<file path="config.mk">
export PLATFORM = sky130hd
export DESIGN_NAME = phy_reset_power_pin_modes
export DESIGN_NICKNAME = d
export VERILOG_FILES = /design/src/hdl/phy_ctrl_pkg.sv /design/src/hdl/scan_edge_path.sv /design/src/hdl/phy_reset_power_pin_modes.sv
export SDC_FILE = /design/constraint.sdc
export NUM_CORES = 1
export LEC_CHECK = 0
export BUFFER_PORTS_ARGS = -buffer_cell sky130_fd_sc_hd__buf_2
export CAP_MARGIN = 40
export CELL_PAD_IN_SITES_DETAIL_PLACEMENT = 0
export CELL_PAD_IN_SITES_GLOBAL_PLACEMENT = 1
export CORE_UTILIZATION = 40
export CTS_CLUSTER_SIZE = 40
export DETAILED_ROUTE_END_ITERATION = 8
export PLACE_DENSITY = 0.79
export RECOVER_POWER = 100
export SLEW_MARGIN = 0
export SYNTH_ARGS = -nofsm -noshare
export SYNTH_HDL_FRONTEND = slang
export SYNTH_SLANG_ARGS = --single-unit
</file>
<file path="constraint.sdc">
create_clock -name clk -period 2.8 [get_ports clk]
set_clock_uncertainty 0.15 [all_clocks]
set_input_delay 0.42 -clock clk [delete_from_list [all_inputs] [get_ports clk]]
set_output_delay 0.42 -clock clk [all_outputs]
set_load 0.02 [all_outputs]
</file>
<file path="src/hdl/phy_ctrl_pkg.sv">
// Shared constants for the transceiver reset, power and pin-mode block.
// Assumes one 40 MHz system clock; all pins arrive synchronous to it.
package phy_ctrl_pkg;

  ////////////////////////////////////////////////////////////////////////////
  // Register port geometry and map
  localparam int          ADDR_W          = 5;
  localparam int          DATA_W          = 16;
  localparam logic [4:0]  REG_CONTROL     = 5'h00;
  localparam logic [4:0]  REG_LAMP_CFG    = 5'h01;
  localparam logic [4:0]  REG_HW_CFG      = 5'h02;
  localparam logic [4:0]  REG_STATUS      = 5'h03;

  // Control register fields
  localparam int          CTL_SOFT_RESET  = 15;
  localparam int          CTL_SOFT_PWRDN  = 11;
  localparam int          CTL_ISOLATE     = 10;

  // Lamp configuration fields: lamp n selector at LAMP_SEL_LSB + 4*n
  localparam int          LAMP_COUNT      = 3;
  localparam int          LAMP_SEL_W      = 3;
  localparam int          LAMP_SEL_LSB    = 0;
  localparam int          LAMP_SEL_STEP   = 4;
  localparam logic [2:0]  LAMP_SEL_RESET  = 3'h0;
  localparam int          COND_W          = 8;

  // Status register fields
  localparam int          STS_MODE_LSB    = 0;
  localparam int          STS_PAUSE       = 4;
  localparam int          STS_MGMT_DIS    = 5;
  localparam int          STS_CFG_LSB     = 8;

  ////////////////////////////////////////////////////////////////////////////
  // Timing
  localparam int          CLK_PERIOD_PS   = 25000;
  localparam int          RESET_STRETCH_NS = 258000;
  localparam int          RESET_STRETCH_CYCLES =
    (RESET_STRETCH_NS * 1000) / CLK_PERIOD_PS;
  localparam int          STRETCH_CNT_W   = 14;

  ////////////////////////////////////////////////////////////////////////////
  // Operating modes, Gray coded along reset -> stretch -> run -> pin down
  typedef enum logic [1:0] {
    ST_RESET   = 2'b00,
    ST_STRETCH = 2'b01,
    ST_RUN     = 2'b11,
    ST_PIN_PD  = 2'b10
  } mode_type;

endpackage

</file>
<file path="src/hdl/scan_edge_path.sv">
// Boundary-scan data path timed by the test clock edges.
// Assumes the test clock, data and test reset are sampled by clk.
module scan_edge_path (
  // Clock and reset
  input  wire logic clk,
  input  wire logic reset_n,
  // Test port
  input  wire logic testClk,
  input  wire logic testDataIn,
  input  wire logic testModeSel,
  input  wire logic testResetN,
  output logic      testDataOut
);
  import phy_ctrl_pkg::*;

  typedef struct packed {
    logic testClk;
    logic capture;
    logic dataOut;
  } scan_type;

  scan_type r;
  scan_type n;
  logic     rise;
  logic     fall;

  assign rise = testClk && !r.testClk;
  assign fall = !testClk && r.testClk;

  always_comb begin
    n         = r;
    n.testClk = testClk;
    if (!testResetN) begin
      n.capture = 1'b0;
      n.dataOut = 1'b0;
    end else begin
      if (rise && !testModeSel) begin
        n.capture = testDataIn;
      end
      if (fall) begin
        n.dataOut = r.capture;
      end
    end
  end

  always_ff @(posedge clk or negedge reset_n) begin
    if (!reset_n) begin
      r <= '0;
    end else begin
      r <= n;
    end
  end

  assign testDataOut = r.dataOut;

  ////////////////////////////////////////////////////////////////////////////
  AST_TDI_ON_RISE: assert property (@(posedge clk) disable iff (!reset_n)
    rise && !testModeSel && testResetN |=> r.capture == $past(testDataIn))
    else $error("test data not captured on rising test clock");
  AST_TDO_ON_FALL: assert property (@(posedge clk) disable iff (!reset_n)
    !fall && testResetN |=> $stable(testDataOut))
    else $error("test data output moved away from a falling edge");
  AST_TEST_RESET: assert property (@(posedge clk) disable iff (!reset_n)
    !testResetN |=> !testDataOut && !r.capture)
    else $error("test reset did not clear scan logic");

endmodule

</file>
<file path="src/hdl/phy_reset_power_pin_modes.sv">
// Reset sequencing, power-down handling, lamp/configuration pins and
// media-interface pin modes for a single-port 10/100 transceiver.
// Assumes every pin input is synchronous to clk; the core data path and
// the lamp status conditions are supplied by neighbouring logic.
//
// Our own choices: the register offsets and the strobed register port.
module phy_reset_power_pin_modes #(
  parameter int STRETCH_CYCLES = phy_ctrl_pkg::RESET_STRETCH_CYCLES
) (
  // Clock and reset
  input  wire logic                              clk,
  input  wire logic                              reset_n,
  // Register port
  input  wire logic [phy_ctrl_pkg::ADDR_W-1:0]   regAddr,
  input  wire logic [phy_ctrl_pkg::DATA_W-1:0]   regWrData,
  input  wire logic                              regWrite,
  input  wire logic                              regRead,
  output logic      [phy_ctrl_pkg::DATA_W-1:0]   regRdData,
  // Device pins
  input  wire logic                              resetPinN,
  input  wire logic                              pausePin,
  input  wire logic                              powerDownPin,
  input  wire logic                              mgmtDisablePin,
  // Lamp / configuration pins
  input  wire logic [2:0]                        lampCfgIn,
  output logic      [2:0]                        lampCfgOut,
  output logic      [2:0]                        lampCfgOe,
  input  wire logic [phy_ctrl_pkg::COND_W-1:0]   lampCond,
  // Core side of the media interface
  input  wire logic [3:0]                        coreRxd,
  input  wire logic                              coreRxDv,
  input  wire logic                              coreRxEr,
  input  wire logic                              coreCol,
  input  wire logic                              coreCrs,
  input  wire logic                              coreTxClk,
  input  wire logic                              coreRxClk,
  // Media interface outputs toward the MAC
  output logic      [3:0]                        rxd,
  output logic                                   rxDv,
  output logic                                   rxEr,
  output logic                                   col,
  output logic                                   crs,
  output logic                                   txClk,
  output logic                                   rxClk,
  output logic                                   miiOutOe,
  output logic                                   miiOutPullDown,
  output logic                                   miiInPullDown,
  // Device state toward the core
  output logic                                   pauseAdvertise,
  output logic      [2:0]                        hwCfg,
  output logic                                   coreResetActive,
  output logic                                   corePowerDown,
  // Boundary-scan port
  input  wire logic                              testClk,
  input  wire logic                              testDataIn,
  input  wire logic                              testModeSel,
  input  wire logic                              testResetN,
  output logic                                   testDataOut
);
  import phy_ctrl_pkg::*;

  ////////////////////////////////////////////////////////////////////////////
  // State
  typedef struct packed {
    mode_type                               mode;
    logic [STRETCH_CNT_W-1:0]               stretchCnt;
    logic                                   softReset;
    logic                                   softPwrDn;
    logic                                   isolate;
    logic [LAMP_COUNT-1:0][LAMP_SEL_W-1:0]  lampSel;
    logic [2:0]                             hwCfg;
    logic [2:0]                             cfgPins;
    logic                                   mgmtDis;
    logic [DATA_W-1:0]                      rdData;
    logic [3:0]                             rxd;
    logic                                   rxDv;
    logic                                   rxEr;
    logic                                   col;
    logic                                   crs;
    logic                                   txClk;
    logic                                   rxClk;
    logic                                   miiOe;
    logic                                   miiOutPd;
    logic                                   miiInPd;
    logic [2:0]                             lampOut;
    logic [2:0]                             lampOe;
    logic                                   pause;
  } state_type;

  localparam logic [STRETCH_CNT_W-1:0] STRETCH_LOAD =
    STRETCH_CNT_W'(STRETCH_CYCLES - 1);

  state_type              r;
  state_type              n;
  logic                   resetReq;
  logic                   wrCtl;
  logic                   wrLamp;
  logic                   wrCfg;
  logic [LAMP_COUNT-1:0]  lampLevel;
  logic [DATA_W-1:0]      ctlView;
  logic [DATA_W-1:0]      lampView;
  logic [DATA_W-1:0]      statusView;

  // Either source alone holds the device in reset
  assign resetReq = !resetPinN || r.softReset;

  assign wrCtl  = regWrite && (regAddr == REG_CONTROL);
  assign wrLamp = regWrite && (regAddr == REG_LAMP_CFG);
  assign wrCfg  = regWrite && (regAddr == REG_HW_CFG);

  ////////////////////////////////////////////////////////////////////////////
  // Lamp condition selection, one selector per lamp
  genvar g;
  generate
    for (g = 0; g < LAMP_COUNT; g++) begin : gLamp
      assign lampLevel[g] = lampCond[r.lampSel[g]];
      assign lampView[LAMP_SEL_LSB + LAMP_SEL_STEP*g +: LAMP_SEL_STEP] =
        {1'b0, r.lampSel[g]};
    end
  endgenerate
  assign lampView[DATA_W-1:LAMP_COUNT*LAMP_SEL_STEP] = '0;

  always_comb begin
    ctlView                 = '0;
    ctlView[CTL_SOFT_RESET] = r.softReset;
    ctlView[CTL_SOFT_PWRDN] = r.softPwrDn;
    ctlView[CTL_ISOLATE]    = r.isolate;
    statusView              = '0;
    statusView[STS_MODE_LSB +: 2] = r.mode;
    statusView[STS_PAUSE]         = r.pause;
    statusView[STS_MGMT_DIS]      = r.mgmtDis;
    statusView[STS_CFG_LSB +: 3]  = r.cfgPins;
  end

  ////////////////////////////////////////////////////////////////////////////
  // Next state
  always_comb begin
    n = r;

    // Mode sequencing
    case (r.mode)
      ST_RESET: begin
        n.stretchCnt = STRETCH_LOAD;
        if (!resetReq) begin
          n.mode = ST_STRETCH;
        end
      end
      ST_STRETCH: begin
        if (resetReq) begin
          n.mode = ST_RESET;
        end else if (r.stretchCnt == '0) begin
          n.mode = ST_RUN;
        end else begin
          n.stretchCnt = r.stretchCnt - 1'b1;
        end
      end
      ST_RUN: begin
        if (resetReq) begin
          n.mode = ST_RESET;
        end else if (powerDownPin) begin
          n.mode = ST_PIN_PD;
        end
      end
      ST_PIN_PD: begin
        if (resetReq) begin
          n.mode = ST_RESET;
        end else if (!powerDownPin) begin
          n.mode = ST_RUN;
        end
      end
      default: begin
        n.mode = ST_RESET;
      end
    endcase

    // Control register; the reset cycle restores defaults and clears the
    // self-clearing reset bit, but a write setting it again wins
    if (r.mode == ST_RESET) begin
      n.softReset = 1'b0;
      n.softPwrDn = 1'b0;
      n.isolate   = 1'b0;
      n.lampSel   = {LAMP_COUNT{LAMP_SEL_RESET}};
    end else if (wrCtl) begin
      n.softPwrDn = regWrData[CTL_SOFT_PWRDN];
      n.isolate   = regWrData[CTL_ISOLATE];
    end
    if (wrCtl && regWrData[CTL_SOFT_RESET]) begin
      n.softReset = 1'b1;
    end
    if (wrLamp && r.mode != ST_RESET) begin
      for (int i = 0; i < LAMP_COUNT; i++) begin
        n.lampSel[i] =
          regWrData[LAMP_SEL_LSB + LAMP_SEL_STEP*i +: LAMP_SEL_W];
      end
    end

    // Configuration pins are read once, at the last stretch cycle, so the
    // lamp drivers never fight an external strap resistor while sampling
    if (r.mode == ST_STRETCH && !resetReq && r.stretchCnt == '0) begin
      n.cfgPins = lampCfgIn;
      n.hwCfg   = lampCfgIn;
      n.mgmtDis = mgmtDisablePin;
    end else if (wrCfg && !r.mgmtDis && r.mode != ST_RESET) begin
      n.hwCfg   = regWrData[2:0];
    end

    n.pause = pausePin;

    // Read data stand only in the cycle after the read strobe
    n.rdData = '0;
    if (regRead) begin
      if (regAddr == REG_CONTROL) begin
        n.rdData = ctlView;
      end else if (regAddr == REG_LAMP_CFG) begin
        n.rdData = lampView;
      end else if (regAddr == REG_HW_CFG) begin
        n.rdData = {13'h0000, r.hwCfg};
      end else if (regAddr == REG_STATUS) begin
        n.rdData = statusView;
      end else begin
        n.rdData = '0;
      end
    end

    // Lamp pins are released for sampling throughout the reset cycle
    if (n.mode == ST_RUN || n.mode == ST_PIN_PD) begin
      n.lampOe  = 3'h7;
      n.lampOut = lampLevel;
    end else begin
      n.lampOe  = 3'h0;
      n.lampOut = 3'h0;
    end

    // Media interface pin modes, worked out for the coming mode
    n.rxd      = coreRxd;
    n.rxDv     = coreRxDv;
    n.rxEr     = coreRxEr;
    n.col      = coreCol;
    n.crs      = coreCrs;
    n.txClk    = coreTxClk;
    n.rxClk    = coreRxClk;
    n.miiOe    = 1'b1;
    n.miiOutPd = 1'b0;
    n.miiInPd  = 1'b0;
    if (n.mode == ST_RESET || n.mode == ST_STRETCH) begin
      n.rxd      = 4'h0;
      n.rxDv     = 1'b0;
      n.rxEr     = 1'b0;
      n.col      = 1'b0;
      n.crs      = 1'b0;
      n.txClk    = 1'b1;
      n.rxClk    = 1'b1;
      n.miiInPd  = 1'b1;
    end else if (n.mode == ST_PIN_PD) begin
      n.miiOe    = 1'b0;
      n.rxd      = 4'h0;
      n.rxDv     = 1'b0;
      n.rxEr     = 1'b0;
      n.col      = 1'b0;
      n.crs      = 1'b0;
      n.txClk    = 1'b0;
      n.rxClk    = 1'b0;
    end else if (n.isolate) begin
      n.miiOe    = 1'b0;
      n.miiOutPd = 1'b1;
      n.miiInPd  = 1'b1;
      n.rxd      = 4'h0;
      n.rxDv     = 1'b0;
      n.rxEr     = 1'b0;
      n.col      = 1'b0;
      n.crs      = 1'b0;
      n.txClk    = 1'b0;
      n.rxClk    = 1'b0;
    end else if (n.softPwrDn) begin
      n.rxd      = 4'h0;
      n.rxDv     = 1'b0;
      n.rxEr     = 1'b0;
      n.col      = 1'b0;
      n.crs      = 1'b0;
      n.miiInPd  = 1'b1;
    end
  end

  always_ff @(posedge clk or negedge reset_n) begin
    if (!reset_n) begin
      r          <= '0;
      r.mode     <= ST_RESET;
      r.miiOe    <= 1'b1;
      r.miiInPd  <= 1'b1;
      r.txClk    <= 1'b1;
      r.rxClk    <= 1'b1;
    end else begin
      r <= n;
    end
  end

  ////////////////////////////////////////////////////////////////////////////
  // Outputs
  assign regRdData       = r.rdData;
  assign lampCfgOut      = r.lampOut;
  assign lampCfgOe       = r.lampOe;
  assign rxd             = r.rxd;
  assign rxDv            = r.rxDv;
  assign rxEr            = r.rxEr;
  assign col             = r.col;
  assign crs             = r.crs;
  assign txClk           = r.txClk;
  assign rxClk           = r.rxClk;
  assign miiOutOe        = r.miiOe;
  assign miiOutPullDown  = r.miiOutPd;
  assign miiInPullDown   = r.miiInPd;
  assign pauseAdvertise  = r.pause;
  assign hwCfg           = r.hwCfg;
  assign coreResetActive = (r.mode == ST_RESET) || (r.mode == ST_STRETCH);
  assign corePowerDown   = (r.mode == ST_PIN_PD);

  scan_edge_path uScan (
    .clk         (clk),
    .reset_n     (reset_n),
    .testClk     (testClk),
    .testDataIn  (testDataIn),
    .testModeSel (testModeSel),
    .testResetN  (testResetN),
    .testDataOut (testDataOut)
  );

  ////////////////////////////////////////////////////////////////////////////
  // Checks; the stretch age counter exists only for them
  logic [STRETCH_CNT_W-1:0] stretchAgeQ;
  always_ff @(posedge clk or negedge reset_n) begin
    if (!reset_n) begin
      stretchAgeQ <= '0;
    end else if (r.mode == ST_STRETCH) begin
      stretchAgeQ <= stretchAgeQ + 1'b1;
    end else begin
      stretchAgeQ <= '0;
    end
  end

  AST_REQ_ENTERS_RESET: assert property (@(posedge clk) disable iff (!reset_n)
    (!resetPinN || r.softReset) && r.mode != ST_RESET |=> r.mode == ST_RESET)
    else $error("reset request did not start the reset cycle");
  AST_STRETCH_LENGTH: assert property (@(posedge clk) disable iff (!reset_n)
    r.mode == ST_RUN && $past(r.mode) == ST_STRETCH
      |-> $past(stretchAgeQ) == STRETCH_CNT_W'(STRETCH_CYCLES - 1))
    else $error("reset stretch length wrong");
  AST_PAUSE_FOLLOWS: assert property (@(posedge clk) disable iff (!reset_n)
    ##1 pauseAdvertise == $past(pausePin))
    else $error("pause advertisement does not follow pin");
  AST_PIN_POWER_DOWN: assert property (@(posedge clk) disable iff (!reset_n)
    r.mode == ST_RUN && powerDownPin && !resetReq |=> corePowerDown)
    else $error("power-down pin ignored");
  AST_LAMP_SELECT: assert property (@(posedge clk) disable iff (!reset_n)
    r.mode == ST_RUN && !resetReq && !powerDownPin
      |=> lampCfgOut == $past(lampLevel) && lampCfgOe == 3'h7)
    else $error("lamp output does not show selected condition");
  AST_CFG_LATCH: assert property (@(posedge clk) disable iff (!reset_n)
    r.mode == ST_STRETCH && !resetReq && r.stretchCnt == '0
      |=> r.cfgPins == $past(lampCfgIn) && lampCfgOe == 3'h7)
    else $error("configuration pins not latched at reset end");
  AST_MGMT_LOCK: assert property (@(posedge clk) disable iff (!reset_n)
    r.mgmtDis && r.mode == ST_RUN && wrCfg |=> $stable(hwCfg))
    else $error("configuration written while management disabled");
  AST_RESET_PINS: assert property (@(posedge clk) disable iff (!reset_n)
    r.mode == ST_RESET |-> rxd == 4'h0 && !rxDv && !crs && txClk && rxClk
      && miiOutOe && miiInPullDown && lampCfgOe == 3'h0)
    else $error("pin states wrong during hardware reset");
  AST_SOFT_PWRDN: assert property (@(posedge clk) disable iff (!reset_n)
    r.mode == ST_RUN && r.softPwrDn && !r.isolate
      |-> miiOutOe && rxd == 4'h0 && !col && txClk == $past(coreTxClk))
    else $error("soft power-down pin states wrong");
  AST_FLOAT_MODES: assert property (@(posedge clk) disable iff (!reset_n)
    (r.mode == ST_PIN_PD |-> !miiOutOe && !miiOutPullDown && !miiInPullDown)
    and (r.mode == ST_RUN && r.isolate |-> !miiOutOe && miiOutPullDown))
    else $error("float mode pin states wrong");

  COV_SOFT_RESET: cover property (@(posedge clk) disable iff (!reset_n)
    resetPinN && r.softReset ##1 r.mode == ST_RESET);
  COV_RUN_REACHED: cover property (@(posedge clk) disable iff (!reset_n)
    r.mode == ST_STRETCH ##1 r.mode == ST_RUN);
  COV_PIN_PD: cover property (@(posedge clk) disable iff (!reset_n)
    r.mode == ST_PIN_PD ##1 r.mode == ST_RUN);

endmodule

</file>
Yosys cells after proc, flatten, opt, wreduce, memory -nomap -nowiden:

Cells that the tools add are included.

* flip-flop bits (word level): 74
* memories: 0
* bits in writable memories: 0
* word-level logic and storage cells: 121
* output and inout bits: 42
* bits in read-only memories: 0
* bits in latches: 0

* equality and inequality tests: 13
* div/mod/pow operators: 0
* mux-type cells: 44
* order comparisons: 3
* bitwise logic cells: 0
* reductions and logical operators: 32
* add/sub/neg operators: 1
* shifts and indexed selects: 0
* multiply operators: 0

Operators by type and width (count)
* 11-bit 2-to-1 mux: 4
* 16-bit 2-to-1 mux: 2
* 14-bit 2-to-1 mux: 2
* 14-bit one-hot mux with 2 select lines: 1
* 2-bit 2-to-1 mux: 12
* 9-bit 2-to-1 mux: 2
* 8-bit 2-to-1 mux: 2
* 14-bit logical NOT: 1
* 14-bit by 1-bit subtractor with 14-bit output (second input constant): 1
* 1-bit logical AND: 12
* 3-bit by 4-bit less-than comparator with 1-bit output (second input constant): 3
* 5-bit by 2-bit equality test with 1-bit output (second input constant): 2
* 1-bit 2-to-1 mux: 10
* 10-bit 2-to-1 mux: 1
* 2-bit nonzero test: 5
* 1-bit binary-select mux with 3-bit select: 3
* 2-bit equality test (second input constant): 4
* 2-bit one-hot mux with 4 select lines: 1
* 1-bit logical NOT: 6
* 3-bit 2-to-1 mux: 2
* 6-bit 2-to-1 mux: 1
* 5-bit by 1-bit equality test with 1-bit output (second input constant): 1
* 5-bit logical NOT: 1
* 2-bit by 1-bit equality test with 1-bit output (second input constant): 2
* 6 further kinds: 12

Longest topological paths before layout:

Gate-level depths: netlist (run 1).

* depth in word-level cells: 8
* depth in mapped cells: 7
* gate-level depth less buffers: 6

By module:

From an unflattened synthesis (run 1), not the netlist that was laid out.

* cells, all modules: 319
* area total of the unflattened synthesis: 3432.0 µm²

By module, submodules not included
* phy_reset_power_pin_modes: cells each 309, sequential area each 1606.5 µm², area an instance 3305.7 µm², instances 1
* scan_edge_path: cells each 10, sequential area each 75.1 µm², area an instance 126.4 µm², instances 1

Worst setup path before layout (run 1):

OpenSTA, ideal clock, no wires.

* path kind: flip-flop to flip-flop
* start point: register r[55] (netlist name)
* end point: register r[57] (netlist name)
* period minus slack after synthesis: 2261 ps
* data arrival time: 1984 ps
* path buffers: 1
* cell stages (with the launch flop): 8
* slack: 539 ps
* path through: dfrtp_1 > inv_1 > ha_1 > or4b_1 > o41a_1 > buf_2 > a21oi_1 > o21ai_0

* cells in the longest elaborated chain, start to end: 4
* elaborated cells between the ends (all ways): 7
* classes of those cells: add/sub (1); eq/ne (1); mux (3); reduce/logical (2)

Ends and longest elaborated chain
* start: declaration: line phy_reset_power_pin_modes.sv:93 `state_type r;`
* start signal: assignment: line phy_reset_power_pin_modes.sv:293 `r <= n;`
* 14-bit by 1-bit subtractor with 14-bit output: line phy_reset_power_pin_modes.sv:154 `n.stretchCnt = r.stretchCnt - 1'b1;`
* 14-bit 2-to-1 mux: line phy_reset_power_pin_modes.sv:151 `end else if (r.stretchCnt == '0) begin`
* 14-bit 2-to-1 mux: line phy_reset_power_pin_modes.sv:149 `if (resetReq) begin`
* 14-bit one-hot mux with 2 select lines: line phy_reset_power_pin_modes.sv:141 `case (r.mode)`

Several ways; a longest one is shown, not always the timed one. The select of a mux whose other input is x is not followed.
A chain may end at the register's enable or synchronous reset.

Final worst setup path (run 1):

* start point: register r[55] (netlist name)
* end point: register r, in the netlist hwCfg[0]

* cells in the longest elaborated chain, start to end: 3
* elaborated cells between the ends (all ways): 4
* classes of those cells: mux (1); reduce/logical (3)

Ends and longest elaborated chain
* 14-bit logical NOT (*): line phy_reset_power_pin_modes.sv:199 `if (r.mode == ST_STRETCH && !resetReq && r.stretchCnt == '0) begin`
* 1-bit logical AND (*): line phy_reset_power_pin_modes.sv:199
* 3-bit 2-to-1 mux or 2-bit nonzero test (tied branches)

Mark *: on every way between the ends. The rest lies on a longest branch, timed or not.

==> results of run 1 <==
==> worst max path at each step <==
| stage | start | endpoint |
|---|---|---|
| 2_1_floorplan | r[55]$_DFFE_PN0P_ | r[57]$_DFFE_PN0P_ |
| 3_3_place_gp | r[55]$_DFFE_PN0P_ | miiInPullDown$_DFF_PN1_ |
| 3_5_place_dp | r[55]$_DFFE_PN0P_ | miiInPullDown$_DFF_PN1_ |
| 4_1_cts | r[55]$_DFFE_PN0P_ | miiInPullDown$_DFF_PN1_ |
| 5_1_grt | r[55]$_DFFE_PN0P_ | rxEr$_DFF_PN0_ |
| 6_report | r[55]$_DFFE_PN0P_ | hwCfg[0]$_DFFE_PN0P_ |
==> metal layers <==
layer | GRT usage [%] | wire [um] | vias up
met3 | 3.98 | 389 | 12
met1 | 24.5 | 3410 | 1173
met5 | 0 | 13 | -
met4 | 7.69 | 116 | 2
li1 | - | - | 1186
met2 | 28.6 | 3370 | 77
==> worst reg2reg max path: stages (launching register included) <==
cell and delay, ps:
dfrtp_1 400, inv_1 110, ha_1 220, or4b_1 600, nor4_4 300, nand3_1 320
mux2_2 380
==> registers in the layout, indices dropped and copies added, names as in the netlist, 2 cells and up <==
register / flops
uScan.r: 2
rxd: 4
r: 20
regRdData: 11
lampCfgOut: 3
hwCfg: 3
ctlView: 3
lampView: 9
==> cell families (layout without fill, tap and decap cells) <==
family / Yosys count / count (layout) / share of synthesized area (%)
AOI/OAI and AO/OA: 49 / 49 / 9.62
xor gates and xnor gates: 2 / 2 / 0.528
adders and majority gates: 1 / 1 / 0.377
buffers and inverters: 43 / 112 / 8.75
DFF: 67 / 67 / 50.7
muxes: 24 / 24 / 9.89
other: 1 / 5 / 0.113
and+or+nand+nor: 112 / 112 / 20.0
==> stage by stage <==
| step | cells | util (%) | hold slack (ps) | setup WS (ps) | area (um2) |
|---|---|---|---|---|---|
| after floorplan | 303 | - | -25.6 | 539 | 3330 |
| after global placement | 456 | 46.4 | 329 | 277 | 3660 |
| after detailed placement | 457 | 46.4 | 338 | 266 | 3660 |
| after CTS | 474 | 49.1 | 22.8 | 227 | 3870 |
| after global routing | 474 | 48.2 | 32.1 | 20.0 | 3800 |
| final | 474 | 48.2 | 39.8 | 207 | 3800 |
==> synthesized netlist by cell type (all sizes together) (7+ instances only) <==
cell type and number:
a22oi 7, nor2 18, buf 33, dfrtp 63, nor3b 11, o21ai 9
mux2i 8, nand2 18, nor2b 8, nor3 8, mux2 10, a21oi 19
nand3 12
==> area by class of cell <==
type / count / area, um2 / share of cell area [%]
clock buffers: 14 / 163 / 4.28
well taps: 102 / 128 / 3.36
inverters: 4 / 15.0 / 0.395
flip-flops and latches: 67 / 1680 / 44.2
clock inverters: 2 / 35.0 / 0.922
multi-input cells: 193 / 1350 / 35.5
repair buffers: 92 / 429 / 11.3
==> what timing repair did <==
action	in CTS	in global routing
gates resized for setup	0	0
hold endpoints to repair	26	0
hold buffers	1	0
setup endpoints to repair	0	0
==> cells in the final DEF (no fill, tap or decap), types with 2 or more instances in the layout <==
cell	count
and2_1	2
nor3b_1	10
a22oi_1	7
inv_1	4
nand2b_1	4
mux2i_1	8
o21ai_0	9
or4_1	3
conb_1	5
mux4_2	6
buf_2	46
clkbuf_1	46
nor2_1	18
nand4_1	2
nand2_1	18
or3_1	4
nor3_1	8
nor4_1	2
nand3_1	12
and3_1	6
nand4b_1	2
or4_2	2
or3b_2	2
a21oi_1	19
dfrtp_1	63
nor2b_1	8
o31ai_1	4
dfstp_2	4
clkbuf_8	11
mux2_2	10
==> report_power, final <==
group	switching (mW)	internal [mW]
Clock	0.341	0.460
Combinational	0.0938	0.0645
Sequential	0.0123	0.981
Total	0.447	1.51
==> impl_metrics.toml, run 1 <==
[synthesis]
async_flop_share_pct = 100
syn_area_mm2 = 0.00332
synth_top_area_share_pct = 47.5
seq_area_frac_synth_pct = 50.7
syn_avg_cell_area_um2 = 11.1
synth_largest_area_cell = "dfrtp_1"
synth_edf_count = 0
synth.distinct_cells = 56
synth-seq-cells = 67
synthFlopType = "dfrtp_1"
ys_top_cells_by_area = "dfrtp_1 (48%), buf_4 (6.8%), mux4_2 (4.1%)"
netlist_instances = 299
yosysWarnings = 0

[power_and_ir_drop]
p_leak_nw = 1.65
finalPower_mw = 1.95
cellPowerDensity_mw_per_mm2 = 514
max-vdd-ir-drop_v = 0.000222

[worst_setup_path]
path_depth = 6
cp-end-kind = "flop"
required_ps = 2860
reg2regPathDepth = 6
crit_slowest_cell = "or4b_1"
cp_top_family = "simple AND/OR/NAND/NOR gates"
reg2reg_to = "hwCfg[0]$_DFFE_PN0P_"
cp_num_buf_inv = 1
critPathArrivalTime_ps = 2650
cp_cell_sequence = "inv_1, ha_1, or4b_1, nor4_4, nand3_1, mux2_2"
crit_fanout = 7
timing.rr.start = "r[55]$_DFFE_PN0P_"
critPathKind = "flop to flop"
r2r_setup_slack_ps = 210
worst_setup_path_start_kind = "flop"
slowest_delay_ps = 600

[floorplanning]
num_rows = 32
die_w_um = 93.0
initial_utilization_pct = 42.0
die_y_um = 93.0
io-pin-count = 96
fp.coreArea_mm2 = 0.00789
fp.dieArea_mm2 = 0.00866

[finish]
fillers = 755
drive_above_1_share_pct = 24.7
areaGrowthSynthToFinish_pct = 14.6
finalNetCount = 422
antenna_cells = 0

[global_routing]
antenna_found_initial = 1
grt_pass1_vias = 2336
grt_start_max_net_pins = 42
grt.total_usage_pct = 18.3
gr-total-overflow = 0
grt_pass1_wl_um = 11900

[worst_hold_path]
hold_path_depth = 1
min_from = "pausePin"
hp-class = "input pin to flop"
hold_end = "pauseAdvertise$_DFF_PN0_"

[timing]
relSlewSlack_pct = -7.83
final_hold_viol_count = 0
fin_crit_sh_pct = 92.6
max_slew.worst_pin.slew_ps = 1620
setup_violations = 0
slew_viol_final = 27
min_period_ps = 2590
fmax_mhz = 386
setup_tns_ps = 0
rsz0062_at_grt = "false"

[placed_design]
dpl.hpwl_um = 5350
gp_congestion = 0.837
io_buffers = 85

[clock_network]
cts_buffers = 9
clockBufferDepth = 2
cts.clk_slew.worst_paths_ps = 70
clock_latency_ps = 330
cts_tree = "built"
cts_root_buf = "clkbuf_8"
postCtsSetupBuffers = 0
cts_sinks = 67
htree_levels = 3

[routing]
wl_per_cell_um = 15.4
drc = 0
vias_per_cell = 5.17
firstDrtPassIters = 4
routed-via-count = 2450
ant_nets = 0
routed_wl_um = 7300
drt_iter0_drc = 101

[outcome]
violations = "capacitance limit, slew limit"
outcome = "finished with violations"

[flow_run]
cap_violations = 1
Note: power is estimated with default switching activity, not from simulation.
==> run 2: changes to the inputs <==
Settings changed: ABC_AREA from default to 1, CORE_UTILIZATION 40 to 38, HOLD_SLACK_MARGIN from default to 0.1, PLACE_DENSITY 0.79 to 0.78.
==> run 2 against run 1 <==
Net effect:
- area after synthesis is 8.5% higher
- the flow now finishes without violations
- die area is 14% higher
- non-clock buffer count is 3 lower
- sequential power hardly changed
- total power is 12% higher
- clock-buffer cell count is 4 lower
- register-to-register slack better by 300 ps
- final cell count is 31% higher
==> impl_metrics.toml, run 2 <==
[outcome]
outcome = "finished, final reports clean"

[synthesis]
netlist_instances = 434
syn_area_mm2 = 0.00360
syn_avg_cell_area_um2 = 8.29
synthFlopType = "dfrtp_1"
synth.distinct_cells = 33
async_flop_share_pct = 100
yosysMostFrequentCell = "nand2_1"
synth_largest_area_cell = "dfrtp_1"
yosysWarnings = 0
seq_area_frac_synth_pct = 46.7
synth_edf_count = 0
synth-seq-cells = 67
ys_top_cells_by_area = "dfrtp_1 (44%), nand2_1 (9.7%), buf_4 (6.1%)"
synth_top_area_share_pct = 43.8
ys_top_cells_by_count = "nand2_1 (93), dfrtp_1 (63), inv_1 (53), nand3_1 (37), nor2_1 (31)"

[timing]
final_hold_viol_count = 0
setup_violations = 0
slew_viol_final = 0
max_slew.worst_pin.slew_ps = 1460
min_period_ps = 2290
fmax_mhz = 437
setup_tns_ps = 0
rsz0062_at_grt = "false"
fin_crit_sh_pct = 81.7
hold_slack_ps = 131
setup_slack_ps = 512
relSlewSlack_pct = 2.73

[floorplanning]
num_rows = 35
fp.coreArea_mm2 = 0.00920
fp.dieArea_mm2 = 0.00986
die_y_um = 99.3
initial_utilization_pct = 39.1
die_w_um = 99.3
io-pin-count = 96

[clock_network]
cts.clk_slew.worst_paths_ps = 80
postCtsSetupBuffers = 0
cts_sinks = 67
cts_buffers = 9
cts_root_buf = "clkbuf_8"
clockBufferDepth = 2
cts_tree = "built"
clock_latency_ps = 340
htree_levels = 3

[global_routing]
antenna_found_initial = 0
grt.total_usage_pct = 18.2
grt_start_max_net_pins = 43
gr-total-overflow = 0
grt_pass1_wl_um = 13900
grt_pass1_vias = 2878

[power_and_ir_drop]
max-vdd-ir-drop_v = 0.000245
p_leak_nw = 2.06
cellPowerDensity_mw_per_mm2 = 536

[worst_setup_path]
cp_cell_sequence = "inv_1, ha_1, nand2_1, nor2_8, nand3_4, nand2_1, inv_2, nor3_1"
required_ps = 2890
crit_fanout = 17
timing.rr.start = "r[55]$_DFFE_PN0P_"
crit_top_cell = "nand2_1"
cp_num_buf_inv = 2
slowest_delay_ps = 380
worst_setup_path_start_kind = "flop"
startpoint = "r[55]$_DFFE_PN0P_"
cp-end-kind = "flop"
cp_top_family = "simple AND/OR/NAND/NOR gates"
crit_slowest_cell = "dfrtp_1"
critPathArrivalTime_ps = 2380
critPathKind = "flop to flop"

[routing]
vias_per_cell = 4.71
routed_wl_um = 8310
drt_iter0_drc = 98
routed-via-count = 2922
firstDrtPassIters = 4
ant_nets = 0
wl_per_cell_um = 13.4
drc = 0

[finish]
finalNetCount = 560
layout_common_cells = "nand2_1 (97), dfrtp_1 (63), inv_1 (55)"
largest_reg_flops = 20
fillers = 977
regMostFlops = "r"
layout.core_utilization_pct = 44.3
drive_above_1_share_pct = 16.9
antenna_cells = 0
final_common_cell = "nand2_1"
areaGrowthSynthToFinish_pct = 13.1

[worst_hold_path]
hp-class = "input pin to flop"
min_from = "coreRxClk"

[placed_design]
gp_congestion = 0.798
io_buffers = 85
dpl_worst_slack_ps = 777
dpl.hpwl_um = 6390

[flow_run]
cap_violations = 0
run 2: cell types whose count changed after synthesis, moves of 10 or more:
cell and change:
o21ai_0 +21, nor3b_1 -10, nand2_1 +75, mux2_2 -10, nor2_1 +13, nor2_2 +14, nand3_1 +26, inv_1 +49
run 2: power by group:
group / internal [mW] / switching (mW)
Sequential: 0.983 / 0.0128
Combinational: 0.0613 / 0.123
Clock: 0.617 / 0.384
run 2: worst paths after layout:
check | to | slack [ps] | cells past startpoint
min in group asynchronous | regRdData[4]$_DFF_PN0_ | 810 | 2
setup reg to reg | lampCfgOut[0]$_DFF_PN0_ | 510 | 8
setup / recovery | lampCfgOut[0]$_DFF_PN0_ | 510 | 8
max in group asynchronous | txClk$_DFF_PN1_ | 730 | 3
hold / removal | rxClk$_DFF_PN1_ | 130 | 3
hold reg to reg | r[39]$_DFFE_PN0P_ | 350 | 2
run 2: layout make-up:
| class | count | area, um2 | area share [%] |
|---|---|---|---|
| flip-flops and latches | 67 | 1680 | 41.3 |
| multi-input cells | 280 | 1350 | 33.2 |
| repair buffers | 89 | 425 | 10.5 |
| inverters | 58 | 221 | 5.44 |
| well taps | 111 | 139 | 3.41 |
| clock buffers | 10 | 138 | 3.38 |
| clock inverters | 6 | 113 | 2.77 |
run 2: layer usage:
| layer | GRT usage, % | part of all wire (%) | vias to the layer above |
|---|---|---|---|
| met1 | 24.2 | 47 | 1353 |
| met5 | 0 | 0 | - |
| met4 | 6.45 | 1.6 | 0 |
| met3 | 2.88 | 4.1 | 10 |
| li1 | - | - | 1491 |
| met2 | 30.2 | 47 | 68 |
run 2: logic make-up (layout without fill, tap and decap cells):
group                    after synthesis  after routing  share of synthesized area, %
AO/OA/AOI/OAI                         66             66                          9.84
XOR/XNOR                               5              5                          1.22
adder cells (fa/ha/maj)                1              1                         0.348
buffers and inverters                 91            163                          13.6
flip-flops                            67             67                          46.7
other                                  1              5                         0.104
AND/OR/NAND/NOR                      203            203                          28.1
run 2: repair_timing:
item | in CTS | in global routing
resized for setup | 0 | 0
endpoints found under the hold margin | 27 | 0
hold buffers | 3 | 0
run 2: metrics by stage:
step / power [mW] / std cells / area (um2)
6_report: 2.18 / 621 / 4070
3_3_place_gp: 1.20 / 602 / 3940
5_1_grt: 2.28 / 621 / 4070
4_1_cts: 2.22 / 621 / 4220
2_1_floorplan: 1.13 / 438 / 3610
3_5_place_dp: 1.21 / 602 / 3940
run 2: worst register-to-register path, delay by kind of cell, from the launching register on:
family	cells	cell delay [ps]
adder cells (fa/ha/maj)	1	300
buffers and inverters	2	260
AND/OR/NAND/NOR	5	1120
flip-flops	1	380
